===== src/sfps_pkg.sv =====
// What this block does
// RULE1: Works with serial clock idling low (mode 0) or idling high (mode 3).
// RULE2: Input bits captured on rising clock edges, output bits changed on falling edges.
// RULE3: Both clock modes behave identically in extended, dual and quad protocol.
// RULE4: Data lines are driven only while chip select is active; otherwise released.
// RULE5: Default protocol is extended; opcode arrives on line 0 only.
// RULE6: Volatile write with bit 7 set and bit 6 clear selects dual protocol.
// RULE7: Volatile write with bit 7 clear selects quad protocol.
// RULE8: Volatile protocol lasts until power-on, rescue, or another volatile write.
// RULE9: Nonvolatile bit 2 cleared makes every power-on start in dual protocol.
// RULE10: Nonvolatile bit 3 cleared makes every power-on start in quad protocol.
// RULE11: Quad falls back to extended while program or erase runs with high supply.
// RULE12: Working configuration loads from nonvolatile configuration at every boot.
// RULE13: Volatile register writes copy new settings into working configuration at once.
// RULE14: Nonvolatile quad-enable bit defaults to one, meaning quad disabled.
// RULE15: Register writes execute only if clocked bits form whole bytes.
// RULE16: When quad and dual selections are both active, quad wins.
// RULE17: Host deselects between commands and idles the clock while deselected.
// RULE18: Protocol change from a register write applies at chip select release.
package sfps_pkg;

  // Command protocol, one-hot
  typedef enum logic [2:0] {
    PR_EXT  = 3'b001,
    PR_DUAL = 3'b010,
    PR_QUAD = 3'b100
  } sfps_proto_t;

  // Frame phase, one-hot
  typedef enum logic [2:0] {
    PH_IDLE = 3'b001,
    PH_OPC  = 3'b010,
    PH_BODY = 3'b100
  } sfps_phase_t;

  // Register write opcodes
  localparam logic [7:0]  OP_WR_VCFG   = 8'h81;
  localparam logic [7:0]  OP_WR_EVCFG  = 8'h61;
  localparam logic [7:0]  OP_WR_NVCFG  = 8'hB1;

  // Field positions
  localparam int          EV_DUALN_BIT = 6;
  localparam int          EV_QUADN_BIT = 7;
  localparam int          NV_DUALN_BIT = 2;
  localparam int          NV_QUADN_BIT = 3;

  // Values after reset
  localparam logic [15:0] WCFG_RST     = 16'hFFFF;
  localparam logic [7:0]  VCFG_RST     = 8'hFF;
  localparam logic [7:0]  EVCFG_RST    = 8'hFF;
  localparam logic [6:0]  PIN_RST      = 7'h02;

  // Data payload lengths of the write commands, in bytes
  localparam logic [1:0]  VCFG_BYTES   = 2'h1;
  localparam logic [1:0]  NVCFG_BYTES  = 2'h2;

  // Lines used per clock edge in a protocol
  function automatic logic [3:0] sfps_lanes(input sfps_proto_t p);
    return (p == PR_QUAD) ? 4'h4 : ((p == PR_DUAL) ? 4'h2 : 4'h1);
  endfunction : sfps_lanes

endpackage : sfps_pkg

===== src/sfps_link_if.sv =====
`timescale 1ns/100ps
// Synchronised pin events from the sampler to the protocol core
interface sfps_link_if;
  logic       sclk_rise;
  logic       sclk_fall;
  logic       cs_act;
  logic       cs_start;
  logic       cs_end;
  logic       vpp_high;
  logic [3:0] dq_in;

  modport src (output sclk_rise, sclk_fall, cs_act, cs_start, cs_end, vpp_high, dq_in);
  modport snk (input  sclk_rise, sclk_fall, cs_act, cs_start, cs_end, vpp_high, dq_in);
endinterface : sfps_link_if


===== src/sfps_core.sv =====
`timescale 1ns/100ps
module sfps_core
  import sfps_pkg::*;
(
  input  wire logic        i_sys_clk,
  input  wire logic        i_arst_n,
  input  wire logic        i_sclk,
  input  wire logic        i_cs_n,
  input  wire logic [3:0]  i_dq,
  input  wire logic        i_vpp_high,
  input  wire logic [15:0] i_nv_cfg,
  input  wire sfps_proto_t i_ext_lanes,
  input  wire logic        i_pe_busy,
  input  wire logic        i_rescue,
  input  wire logic        i_tx_en,
  input  wire logic [7:0]  i_tx_byte,
  output logic [3:0]       o_dq_out,
  output logic [3:0]       o_dq_oe_n,
  output sfps_proto_t      o_protocol,
  output logic [15:0]      o_work_cfg,
  output logic [7:0]       o_vcfg,
  output logic [7:0]       o_evcfg,
  output logic [7:0]       o_rx_byte,
  output logic             o_rx_valid,
  output logic             o_tx_req,
  output logic [15:0]      o_nv_wr_data,
  output logic             o_nv_wr_stb,
  output logic             o_cmd_drop
);

  sfps_link_if lk ();

  sfps_pin_sync u_sync (
    .i_sys_clk  (i_sys_clk),
    .i_arst_n   (i_arst_n),
    .i_sclk     (i_sclk),
    .i_cs_n     (i_cs_n),
    .i_dq       (i_dq),
    .i_vpp_high (i_vpp_high),
    .lk         (lk.src)
  );

  logic        boot_r;
  sfps_phase_t phase_r;
  sfps_proto_t base_proto_r;
  logic        seen_rise_r;
  logic [3:0]  rx_cnt_r;
  logic [3:0]  tx_cnt_r;
  logic [7:0]  rx_sh_r;
  logic [7:0]  tx_sh_r;
  logic [7:0]  opcode_r;
  logic [15:0] data_r;
  logic [1:0]  byte_cnt_r;

  // Protocol selection
  sfps_proto_t eff_proto;
  sfps_proto_t nv_proto;
  sfps_proto_t ev_proto;
  logic [3:0]  cur_lanes;
  assign eff_proto = (base_proto_r == PR_QUAD && lk.vpp_high && i_pe_busy)
                     ? PR_EXT : base_proto_r; // RULE11
  assign nv_proto  = !i_nv_cfg[NV_QUADN_BIT] ? PR_QUAD :
                     (!i_nv_cfg[NV_DUALN_BIT] ? PR_DUAL : PR_EXT); // RULE9 RULE10 RULE14
  assign ev_proto  = !data_r[8+EV_QUADN_BIT] ? PR_QUAD :
                     (!data_r[8+EV_DUALN_BIT] ? PR_DUAL : PR_EXT); // RULE6 RULE7 RULE16
  assign cur_lanes = (phase_r == PH_BODY && eff_proto == PR_EXT)
                     ? sfps_lanes(i_ext_lanes) : sfps_lanes(eff_proto); // RULE5 RULE3

  // Edge qualification inside a frame
  logic in_frame;
  logic rx_go;
  logic tx_go;
  assign in_frame = lk.cs_act && (phase_r != PH_IDLE); // RULE4
  assign rx_go    = in_frame && lk.sclk_rise; // RULE2
  assign tx_go    = in_frame && lk.sclk_fall && seen_rise_r; // RULE1 RULE2

  // Receive shifter
  logic [3:0] rx_sum;
  logic       rx_done;
  logic [7:0] rx_sh_nxt;
  assign rx_sum    = rx_cnt_r + cur_lanes;
  assign rx_done   = rx_go && rx_sum[3];
  assign rx_sh_nxt = (cur_lanes == 4'h4) ? {rx_sh_r[3:0], lk.dq_in} :
                     ((cur_lanes == 4'h2) ? {rx_sh_r[5:0], lk.dq_in[1:0]} :
                                            {rx_sh_r[6:0], lk.dq_in[0]});

  // Register write qualification at deselect
  logic frame_ok;
  logic is_wr_op;
  logic wr_v;
  logic wr_ev;
  logic wr_nv;
  logic wr_drop;
  assign frame_ok = (phase_r == PH_BODY) && (rx_cnt_r == 4'h0); // RULE15
  assign is_wr_op = (opcode_r == OP_WR_VCFG) || (opcode_r == OP_WR_EVCFG) ||
                    (opcode_r == OP_WR_NVCFG);
  assign wr_v     = lk.cs_end && frame_ok && opcode_r == OP_WR_VCFG
                    && byte_cnt_r == VCFG_BYTES; // RULE18
  assign wr_ev    = lk.cs_end && frame_ok && opcode_r == OP_WR_EVCFG
                    && byte_cnt_r == VCFG_BYTES; // RULE18
  assign wr_nv    = lk.cs_end && frame_ok && opcode_r == OP_WR_NVCFG
                    && byte_cnt_r == NVCFG_BYTES;
  assign wr_drop  = lk.cs_end && (phase_r == PH_BODY) && is_wr_op
                    && !(wr_v || wr_ev || wr_nv);

  // Transmit shifter
  logic [7:0] tx_src;
  logic [3:0] tx_sum;
  logic [3:0] tx_bits;
  logic [3:0] oe_mask;
  logic [7:0] tx_sh_nxt;
  assign tx_src    = (tx_cnt_r == 4'h0) ? i_tx_byte : tx_sh_r;
  assign tx_sum    = tx_cnt_r + cur_lanes;
  assign tx_bits   = (cur_lanes == 4'h4) ? tx_src[7:4] :
                     ((cur_lanes == 4'h2) ? {2'b00, tx_src[7:6]} : {2'b00, tx_src[7], 1'b0});
  assign oe_mask   = (cur_lanes == 4'h4) ? 4'hF : ((cur_lanes == 4'h2) ? 4'h3 : 4'h2);
  assign tx_sh_nxt = (cur_lanes == 4'h4) ? {tx_src[3:0], 4'h0} :
                     ((cur_lanes == 4'h2) ? {tx_src[5:0], 2'b00} : {tx_src[6:0], 1'b0});

  // Boot marker, low only in the first cycle after reset release
  always_ff @(posedge i_sys_clk or negedge i_arst_n) begin
    if (!i_arst_n) begin
      boot_r <= 1'b0;
    end else begin
      boot_r <= 1'b1;
    end
  end

  // Frame phase
  always_ff @(posedge i_sys_clk or negedge i_arst_n) begin
    if (!i_arst_n) begin
      phase_r <= PH_IDLE;
    end else if (lk.cs_start) begin
      phase_r <= PH_OPC;
    end else if (lk.cs_end) begin
      phase_r <= PH_IDLE;
    end else if (rx_done && phase_r == PH_OPC) begin
      phase_r <= PH_BODY;
    end
  end

  // Active protocol: boot load, rescue, volatile write
  always_ff @(posedge i_sys_clk or negedge i_arst_n) begin
    if (!i_arst_n) begin
      base_proto_r <= PR_EXT; // RULE5
    end else if (!boot_r) begin
      base_proto_r <= nv_proto; // RULE9 RULE10
    end else if (i_rescue) begin
      base_proto_r <= PR_EXT; // RULE8
    end else if (wr_ev) begin
      base_proto_r <= ev_proto; // RULE6 RULE7 RULE8
    end
  end

  // Working and volatile configuration
  always_ff @(posedge i_sys_clk or negedge i_arst_n) begin
    if (!i_arst_n) begin
      o_work_cfg <= WCFG_RST;
      o_vcfg     <= VCFG_RST;
      o_evcfg    <= EVCFG_RST;
    end else if (!boot_r) begin
      o_work_cfg <= i_nv_cfg; // RULE12
    end else if (wr_v) begin
      o_work_cfg[15:8] <= data_r[15:8]; // RULE13
      o_vcfg           <= data_r[15:8];
    end else if (wr_ev) begin
      o_work_cfg[7:0] <= data_r[15:8]; // RULE13
      o_evcfg         <= data_r[15:8];
    end
  end

  // Receive path
  always_ff @(posedge i_sys_clk or negedge i_arst_n) begin
    if (!i_arst_n) begin
      rx_cnt_r    <= 4'h0;
      rx_sh_r     <= 8'h00;
      opcode_r    <= 8'h00;
      data_r      <= 16'h0000;
      byte_cnt_r  <= 2'h0;
      seen_rise_r <= 1'b0;
    end else if (lk.cs_start) begin
      rx_cnt_r    <= 4'h0;
      byte_cnt_r  <= 2'h0;
      opcode_r    <= 8'h00;
      seen_rise_r <= 1'b0; // RULE1
    end else if (rx_go) begin
      rx_sh_r     <= rx_sh_nxt;
      rx_cnt_r    <= rx_done ? 4'h0 : rx_sum;
      seen_rise_r <= 1'b1;
      if (rx_done && phase_r == PH_OPC) begin
        opcode_r <= rx_sh_nxt;
      end
      if (rx_done && phase_r == PH_BODY) begin
        data_r     <= {rx_sh_nxt, data_r[15:8]};
        byte_cnt_r <= (byte_cnt_r == 2'h3) ? byte_cnt_r : byte_cnt_r + 2'h1;
      end
    end
  end

  // Received byte strobe
  always_ff @(posedge i_sys_clk or negedge i_arst_n) begin
    if (!i_arst_n) begin
      o_rx_byte  <= 8'h00;
      o_rx_valid <= 1'b0;
    end else begin
      o_rx_valid <= rx_done;
      if (rx_done) begin
        o_rx_byte <= rx_sh_nxt;
      end
    end
  end

  // Transmit path, shifts on falling edges only
  always_ff @(posedge i_sys_clk or negedge i_arst_n) begin
    if (!i_arst_n) begin
      tx_cnt_r <= 4'h0;
      tx_sh_r  <= 8'h00;
      o_dq_out <= 4'h0;
      o_tx_req <= 1'b0;
    end else if (lk.cs_start) begin
      tx_cnt_r <= 4'h0;
      o_tx_req <= 1'b0;
    end else if (tx_go) begin
      o_dq_out <= tx_bits; // RULE2
      tx_sh_r  <= tx_sh_nxt;
      tx_cnt_r <= tx_sum[3] ? 4'h0 : tx_sum;
      o_tx_req <= (tx_cnt_r == 4'h0);
    end else begin
      o_tx_req <= 1'b0;
    end
  end

  // Output enables, low only while selected and sending
  always_ff @(posedge i_sys_clk or negedge i_arst_n) begin
    if (!i_arst_n) begin
      o_dq_oe_n <= 4'hF;
    end else begin
      o_dq_oe_n <= (in_frame && i_tx_en) ? ~oe_mask : 4'hF; // RULE4
    end
  end

  // Status strobes and effective protocol
  always_ff @(posedge i_sys_clk or negedge i_arst_n) begin
    if (!i_arst_n) begin
      o_protocol   <= PR_EXT;
      o_nv_wr_stb  <= 1'b0;
      o_nv_wr_data <= 16'h0000;
      o_cmd_drop   <= 1'b0;
    end else begin
      o_protocol  <= eff_proto; // RULE11
      o_nv_wr_stb <= wr_nv; // RULE15
      o_cmd_drop  <= wr_drop;
      if (wr_nv) begin
        o_nv_wr_data <= data_r;
      end
    end
  end

  // Checks
  property p_desel_release;
    @(posedge i_sys_clk) disable iff (!i_arst_n)
      !lk.cs_act |=> o_dq_oe_n == 4'hF;
  endproperty
  a_desel_release: assert property (p_desel_release) // RULE4
    else $error("Data line driven while deselected");

  property p_boot_load;
    @(posedge i_sys_clk) disable iff (!i_arst_n)
      $rose(boot_r) |-> o_work_cfg == $past(i_nv_cfg);
  endproperty
  a_boot_load: assert property (p_boot_load) // RULE12
    else $error("Working configuration not loaded at boot");

  property p_boot_quad;
    @(posedge i_sys_clk) disable iff (!i_arst_n)
      $rose(boot_r) && !$past(i_nv_cfg[3]) |-> base_proto_r == PR_QUAD;
  endproperty
  a_boot_quad: assert property (p_boot_quad) // RULE10
    else $error("Boot did not select quad");

  property p_boot_dual;
    @(posedge i_sys_clk) disable iff (!i_arst_n)
      $rose(boot_r) && $past(i_nv_cfg[3:2]) == 2'b10 |-> base_proto_r == PR_DUAL;
  endproperty
  a_boot_dual: assert property (p_boot_dual) // RULE9
    else $error("Boot did not select dual");

  property p_boot_ext;
    @(posedge i_sys_clk) disable iff (!i_arst_n)
      $rose(boot_r) && $past(i_nv_cfg[3:2]) == 2'b11 |-> base_proto_r == PR_EXT;
  endproperty
  a_boot_ext: assert property (p_boot_ext) // RULE14
    else $error("Boot left extended protocol");

  property p_change_cause;
    @(posedge i_sys_clk) disable iff (!i_arst_n)
      $changed(base_proto_r) |-> $rose(boot_r) || $past(lk.cs_end) || $past(i_rescue);
  endproperty
  a_change_cause: assert property (p_change_cause) // RULE18
    else $error("Protocol changed outside deselect");

  property p_ev_quad;
    @(posedge i_sys_clk) disable iff (!i_arst_n)
      wr_ev && !i_rescue && !data_r[15] |=> base_proto_r == PR_QUAD ##1 o_protocol != PR_DUAL;
  endproperty
  a_ev_quad: assert property (p_ev_quad) // RULE7
    else $error("Volatile quad selection failed");

  property p_ev_dual;
    @(posedge i_sys_clk) disable iff (!i_arst_n)
      wr_ev && !i_rescue && data_r[15:14] == 2'b10 |=> base_proto_r == PR_DUAL;
  endproperty
  a_ev_dual: assert property (p_ev_dual) // RULE6
    else $error("Volatile dual selection failed");

  property p_partial_byte;
    @(posedge i_sys_clk) disable iff (!i_arst_n)
      lk.cs_end && rx_cnt_r != 4'h0 |=> !o_nv_wr_stb && $stable(o_vcfg) && $stable(o_evcfg);
  endproperty
  a_partial_byte: assert property (p_partial_byte) // RULE15
    else $error("Write executed on partial byte");

  property p_vpp_fallback;
    @(posedge i_sys_clk) disable iff (!i_arst_n)
      base_proto_r == PR_QUAD && lk.vpp_high && i_pe_busy |=> o_protocol == PR_EXT;
  endproperty
  a_vpp_fallback: assert property (p_vpp_fallback) // RULE11
    else $error("No extended fallback during high-supply program");

  property p_vcfg_copy;
    @(posedge i_sys_clk) disable iff (!i_arst_n)
      wr_v |=> o_work_cfg[15:8] == $past(data_r[15:8]) && o_vcfg == $past(data_r[15:8]);
  endproperty
  a_vcfg_copy: assert property (p_vcfg_copy) // RULE13
    else $error("Volatile write not copied to working configuration");

  property p_out_on_fall;
    @(posedge i_sys_clk) disable iff (!i_arst_n)
      $changed(o_dq_out) |-> $past(lk.sclk_fall) && $past(seen_rise_r);
  endproperty
  a_out_on_fall: assert property (p_out_on_fall) // RULE2 RULE1 RULE3
    else $error("Output changed off a falling edge");

endmodule : sfps_core


===== src/sfps_pin_sync.sv =====
`timescale 1ns/100ps
module sfps_pin_sync
  import sfps_pkg::*;
(
  input  wire logic       i_sys_clk,
  input  wire logic       i_arst_n,
  input  wire logic       i_sclk,
  input  wire logic       i_cs_n,
  input  wire logic [3:0] i_dq,
  input  wire logic       i_vpp_high,
  sfps_link_if.src        lk
);

  logic [6:0] meta_r;
  logic [6:0] sync_r;
  logic       sclk_d_r;
  logic       cs_n_d_r;

  // Two-stage synchroniser for all pins
  always_ff @(posedge i_sys_clk or negedge i_arst_n) begin
    if (!i_arst_n) begin
      meta_r <= PIN_RST;
      sync_r <= PIN_RST;
    end else begin
      meta_r <= {i_vpp_high, i_dq, i_cs_n, i_sclk};
      sync_r <= meta_r;
    end
  end

  // Delayed copies for edge detection
  always_ff @(posedge i_sys_clk or negedge i_arst_n) begin
    if (!i_arst_n) begin
      sclk_d_r <= 1'b0;
      cs_n_d_r <= 1'b1;
    end else begin
      sclk_d_r <= sync_r[0];
      cs_n_d_r <= sync_r[1];
    end
  end

  // Edge events, valid for one system clock, plus synchronised select, data and supply levels
  assign lk.sclk_rise = sync_r[0] & ~sclk_d_r;
  assign lk.sclk_fall = ~sync_r[0] & sclk_d_r;
  assign lk.cs_act    = ~sync_r[1];
  assign lk.cs_start  = ~sync_r[1] & cs_n_d_r;
  assign lk.cs_end    = sync_r[1] & ~cs_n_d_r;
  assign lk.dq_in     = sync_r[5:2];
  assign lk.vpp_high  = sync_r[6];

endmodule : sfps_pin_sync


===== config.mk =====
export PLATFORM = sky130hd
export DESIGN_NAME = sfps_core
export DESIGN_NICKNAME = d
export VERILOG_FILES = /design/src/sfps_pkg.sv /design/src/sfps_link_if.sv /design/src/sfps_core.sv /design/src/sfps_pin_sync.sv
export SDC_FILE = /design/constraint.sdc
export NUM_CORES = 1
export LEC_CHECK = 0
export ABC_AREA = 1
export BUFFER_PORTS_ARGS = -buffer_cell sky130_fd_sc_hd__buf_4
export CAP_MARGIN = 20
export CORE_ASPECT_RATIO = 1.4
export CORE_MARGIN = 3
export CORE_UTILIZATION = 45
export CTS_CLUSTER_DIAMETER = 200
export DETAILED_ROUTE_END_ITERATION = 16
export PLACE_DENSITY = 0.66
export SLEW_MARGIN = 25
export SYNTH_ARGS = -nofsm -noshare
export SYNTH_HDL_FRONTEND = slang
export SYNTH_HIERARCHICAL = 1
export SYNTH_SLANG_ARGS = --single-unit

===== constraint.sdc =====
create_clock -name i_sys_clk -period 3.6 [get_ports i_sys_clk]
set_clock_uncertainty 0.2 [all_clocks]
set_input_delay 0.36 -clock i_sys_clk [delete_from_list [all_inputs] [get_ports i_sys_clk]]
set_output_delay 0.36 -clock i_sys_clk [all_outputs]
set_load 0.02 [all_outputs]

-- Word level (Yosys, flattened, before mapping)
Index checks and enable logic that the tools add are counted.
Widths: inputs -> output; s select.
- bits in registers: 144
- bits of input ports: 39
- output and inout bits: 71
- logic and storage cells: 153
- add/subtract/negate cells: 3
- equality and inequality tests: 22
- mux-type cells: 47
- bitwise operators: 11
- reductions and logical operators: 42
- operators with widths (kind ; number):
    $mux 8 ; 11
    $mux 3 ; 13
    $mux 4 ; 8
    $logic_and 1x1->1 ; 22
    $eq 8x8->1 const B ; 2
    $mux 16 ; 1
    $mux 2 ; 8
    $eq 3x3->1 const B ; 5
    $eq 3x2->1 const B ; 4
    $reduce_and 2->1 ; 5
    $reduce_and 3->1 ; 3
    $add 4x3->4 ; 2
    $eq 8x7->1 const B ; 1
    $logic_not 4->1 ; 2
    $reduce_bool 2->1 ; 4
    $mux 1 ; 6
    $not 1->1 ; 6
    $and 1x1->1 ; 4
    $eq 2x2->1 const B ; 2
    $logic_or 1x1->1 ; 4
    $ne 2x1->1 const B ; 2
    $ne 2x2->1 const B ; 2
    $not 4->4 ; 1
    $eq 3x1->1 const B ; 1
    other kinds (6) ; 6

-- Depth between registers and ports, before layout
- depth after elaboration: 14
- mapped depth: 18
- depth with buffers taken out: 18

-- Cells and area by module
The synthesis kept the hierarchy.
- modules (own cells, without submodules) (module ; instances ; cells each ; area each (um^2) ; seq. area each (um^2)):
    sfps_core ; 1 ; 666 ; 5953.2 ; 3175.5
    sfps_pin_sync ; 1 ; 28 ; 466.7 ; 404.1

-- Least setup slack after synthesis
Ideal clock, no wire load.
- path kind: register -> register
- start point: register base_proto_r[0]
- end point: register data_r[0]
- setup time: 126 ps
- arrival time: 2299 ps
- data required time: 3274 ps
- setup slack: 975 ps
- cell stages (with the launch flop): 16
- buffers on the path: 2
- clock period less this slack: 2625 ps
- cell sequence: dfstp_2 -> inv_1 -> o21ai_4 -> nand3_1 -> nand2_1 -> buf_4 -> ha_1 -> a21oi_1 -> nand2_1 -> nand2_1 -> nand2_1 -> nor2_4 -> nand2_2 -> nor2_8 -> buf_4 -> o21ai_0
- cells in the longest elaborated chain, start to end: 12
- elaborated cells on any way between the ends: 15
- classes of those cells: add/sub (1); eq/ne (4); mux (4); reduce/logical (6)
- ends and longest elaborated chain (element ; line ; RTL):
    from (decl) ; sfps_core.sv:45 ; sfps_proto_t base_proto_r;
    from (signal assigned) ; sfps_core.sv:147 ; base_proto_r <= nv_proto;
    from (signal assigned) ; sfps_core.sv:151 ; base_proto_r <= ev_proto;
    $eq 3x3->1 ; sfps_core.sv:60 ; assign eff_proto = (base_proto_r == PR_QUAD && lk.vpp_high && i_pe_busy)
    $logic_and 1x1->1 (2 in series) ; sfps_core.sv:60 ;
    $mux 3 * ; sfps_core.sv:61 ; ? PR_EXT : base_proto_r;
    $eq 3x2->1 ; sfps_pkg.sv:59 ; return (p == PR_QUAD) ? 4'h4 : ((p == PR_DUAL) ? 4'h2 : 4'h1);
    $mux 2 ; sfps_pkg.sv:59 ;
    $mux 3 ; sfps_pkg.sv:59 ;
    $mux 3 * ; sfps_core.sv:67 ; ? sfps_lanes(i_ext_lanes) : sfps_lanes(eff_proto);
    $add 4x3->4 * ; sfps_core.sv:81 ; assign rx_sum = rx_cnt_r + cur_lanes;
    $logic_and 1x1->1 * ; sfps_core.sv:82 ; assign rx_done = rx_go && rx_sum[3];
    $logic_and 1x1->1 * ; sfps_core.sv:193 ; if (rx_done && phase_r == PH_BODY) begin
    $reduce_and 3->1 (no line) * ; n/a ;
    to (signal assigned) ; sfps_core.sv:194 ; data_r <= {rx_sh_nxt, data_r[15:8]};
    to (decl) ; sfps_core.sv:52 ; logic [15:0] data_r;
Mark *: on every way between the ends. The rest lies on a longest branch, timed or not.
A chain may end at the register's enable or synchronous reset.

-- Worst setup path after layout
- start point: register base_proto_r[1]
- end point: register data_r[15]
- cells in the longest elaborated chain, start to end: 12
- elaborated cells on any way between the ends: 19
- classes of those cells: add/sub (1); eq/ne (6); mux (6); reduce/logical (6)
- ends and longest elaborated chain (element ; line):
    $eq 3x3->1 ; sfps_core.sv:60
    $logic_and 1x1->1 (2 in series) ; sfps_core.sv:60
    $mux 3 * ; sfps_core.sv:61
    $eq 3x2->1 ; sfps_pkg.sv:59
    $mux 2 ; sfps_pkg.sv:59
    $mux 3 ; sfps_pkg.sv:59
    $mux 3 * ; sfps_core.sv:67
    $add 4x3->4 ; sfps_core.sv:81
    $logic_and 1x1->1 ; sfps_core.sv:82
    $logic_and 1x1->1 ; sfps_core.sv:193
    $reduce_and 3->1 (no line) ; n/a
Marks and branches as above.

==> qor.yml <==
irDropWorstVdd_mv: 0.311
rows: 51
clock-sinks: 141
detailedPlacementHpwl_mm: 11.1
post_synth_main_area_contributors: "dfrtp_1 (39%), dfstp_2 (17%), nand2_1 (12%)"
antenna_left: 0
final_cell_count_no_fill: 1022
tightest_slew_ns: 0.918
layout_min_cycle_time_ns: 3.22
power_switching_w: 0.00125
power_frac_seq_pct: 43.6
synth_largest_type_area_fraction_pct: 39.0
placement.io_buffers: 109
post_synth_num_cell_types: 45
post-route-period-util_pct: 89.5
initial_core_util_pct: 46.2
cts-buffers-inserted: 17
floorplan.die.width_um: 107
placedCellCount: 967
clkTransAtPathRegs_ns: 0.07
remaining_drc_errors: 0
synth.largest_area_cell: "dfrtp_1"
gp_congestion: 0.872
clk_latency_ns: 0.42
crit_fanout: 27
grt_overflow: 0
power.density_nw_per_um2: 520
final_count_of_pins_violating_max_slew: 0
timing.critical_path.required_ns: 3.71
post_route_cells_drive_above_1_share_pct: 27.8
hold_viol_final: 0
core_area_um2: 13900
p_sw_share_pct: 29.5
ys_seq_area_share_pct: 55.8
drt-pass1-iter-count: 5
fp.dieArea_um2: 15800
grt_setup_unrepaired: "false"
first_pass_grt_wire_length_mm: 25.6
postCtsResizedCells: 0
power_leakage_nw: 3.99
cts.root.buffer_cell: "clkbuf_16"
num_vias: 5239
synth_cells: 694
clock_power_share_pct: 40.9
top_level_ports: 110
internal-power_w: 0.00299
ys_seq_elements: 141
critPathKind: "reg -> reg"
slew_headroom_pct: 38.6
die_h_um: 147
via_count_of_the_first_global_routing_pass: 5322
endpoint_kind: "register"
detail_route.iter0.violations: 288
syn_to_final_growth_pct: 27.2
syn-mean-instance-area_um2: 9.25
grt_max_degree: 89
wl_per_cell_um: 15.2
htree_num_levels: 4
antennaDiodeCount: 0
synth-warning-count: 6
grt_antenna_before_repair: 0
detail_route.vias_per_cell: 5.13
setup-tns-final_ns: 0
layout_commonest_cell: "nand2_1"
timing.hold.worst.class: "in -> reg"
setup_viol: 0
syn_nets: 744
tritoncts_clock_tree: "done"
worst-endpoint-arrival_ns: 3.34
globalRouteTotalUtil_pct: 20.6
achievable-frequency_mhz: 310
final_net_count: 874
comb_power_share_pct: 15.6
run_status: "complete, no violations"
timing.max_cap.violations: 0
route.final.wire_length_mm: 15.6
start_kind: "register"
max-clock-path-buffers: 2
post_synth_instance_area_um2: 6420
layout_common_cells: "nand2_1 (197), buf_4 (110), dfrtp_1 (100), inv_1 (67), nand3_1 (64)"
sequential cells by signal, indices dropped and copies added, names as in the netlist, 7 cells and up:
signal / flops
o_evcfg: 8
rx_sh_r: 7
data_r: 16
u_sync/meta_r: 7
o_vcfg: 8
o_work_cfg: 16
o_rx_byte: 8
u_sync/sync_r: 7
o_nv_wr_data: 16
opcode_r: 8
tx_sh_r: 7
routing by layer:
metal	routed length, µm	vias up	global-route usage [%]
li1	-	2508	-
met1	6030	2521	23.6
met2	8380	170	37.8
met3	703	40	3.69
met4	444	0	7.68
met5	0	-	0
critical path: stages (launching register included):
cell and delay, ns:
dfrtp_1 0.45, nor2_2 0.19, nand3_2 0.13, o21ai_4 0.12
nand3_4 0.17, nand2_4 0.23, ha_1 0.28, nand3_1 0.10
nand2_1 0.06, nand2_1 0.06, nand2_1 0.07, nor2_4 0.27
nand2_2 0.15, nor2_8 0.29, inv_1 0.16, nand2_1 0.10
nand2_1 0.06
cell families after synthesis:
group                      synth area share, %
buffers and inverters                     7.00
DFF                                       55.8
muxes                                    0.156
and+or+nand+nor                           25.1
adders and majority gates                 2.38
xor gates and xnor gates                 0.273
AOI/OAI and AO/OA                         9.28
other                                   0.0584
synthesized netlist by cell type (all sizes together):
master / number
a21boi: 1
a21o: 1
a21oi: 4
a22o: 1
a31oi: 8
and2: 1
buf: 16
clkbuf: 8
clkinv: 1
conb: 1
dfrtp: 100
dfstp: 41
fa: 2
ha: 9
inv: 72
mux2i: 1
nand2: 211
nand3: 71
nand3b: 1
nand4: 7
nor2: 47
nor3: 4
o211ai: 12
o21ai: 67
o22ai: 3
o31ai: 1
o32ai: 1
xor2: 2
path summary, 6_finish.rpt:
path	start	to	slack, ns	cells after the start
worst min register to register	u_sync/meta_r[5]	u_sync/sync_r[5]	0.15	0
worst min-delay path	i_nv_cfg[9]	o_work_cfg[9]	0.02	3
worst max register to register	base_proto_r[1]	data_r[15]	0.38	16
max in group asynchronous	i_arst_n	o_evcfg[6]	2.00	3
worst max-delay path	base_proto_r[1]	data_r[15]	0.38	16
min in group asynchronous	i_arst_n	o_protocol[1]	0.41	2
power groups by stage:
stage	Combinational [W]	Clock, W	Sequential [W]
after floorplan	0.000315	0	0.00193
final	0.000661	0.00173	0.00185
after detailed placement	0.000641	0	0.00187
after CTS	0.000665	0.00177	0.00185
after global placement	0.000631	0	0.00187
after global routing	0.000731	0.00184	0.00187
through the flow:
step	setup slack, ns	hold slack, ns	utilization [%]	cell area [µm²]	power, W
2_1_floorplan	0.975	-0.136	-	6420	0.00224
3_3_place_gp	0.421	0.134	52.7	7340	0.00250
3_5_place_dp	0.344	0.135	52.7	7340	0.00251
4_1_cts	0.367	0.0100	58.7	8160	0.00428
5_1_grt	0.128	0.0161	58.7	8160	0.00443
6_report	0.379	0.0175	58.7	8160	0.00424
cell type report:
| type | count | area [µm²] |
|---|---|---|
| multi-input combinational | 456 | 2390 |
| timing repair buffer | 135 | 1090 |
| sequential | 141 | 3580 |
| inverter | 73 | 277 |
| clock inverter | 15 | 173 |
| fill | 1241 | 5750 |
| clock buffer | 17 | 425 |
| tap | 185 | 231 |
timing repair:
| item | 4_1_cts | 5_1_grt |
|---|---|---|
| endpoints found under the setup margin | 0 | 0 |
| hold endpoints to repair | 75 | 0 |
| buffers inserted | 0 | 0 |
| hold buffers | 23 | 0 |
Note: power is estimated with default switching activity, not from simulation.
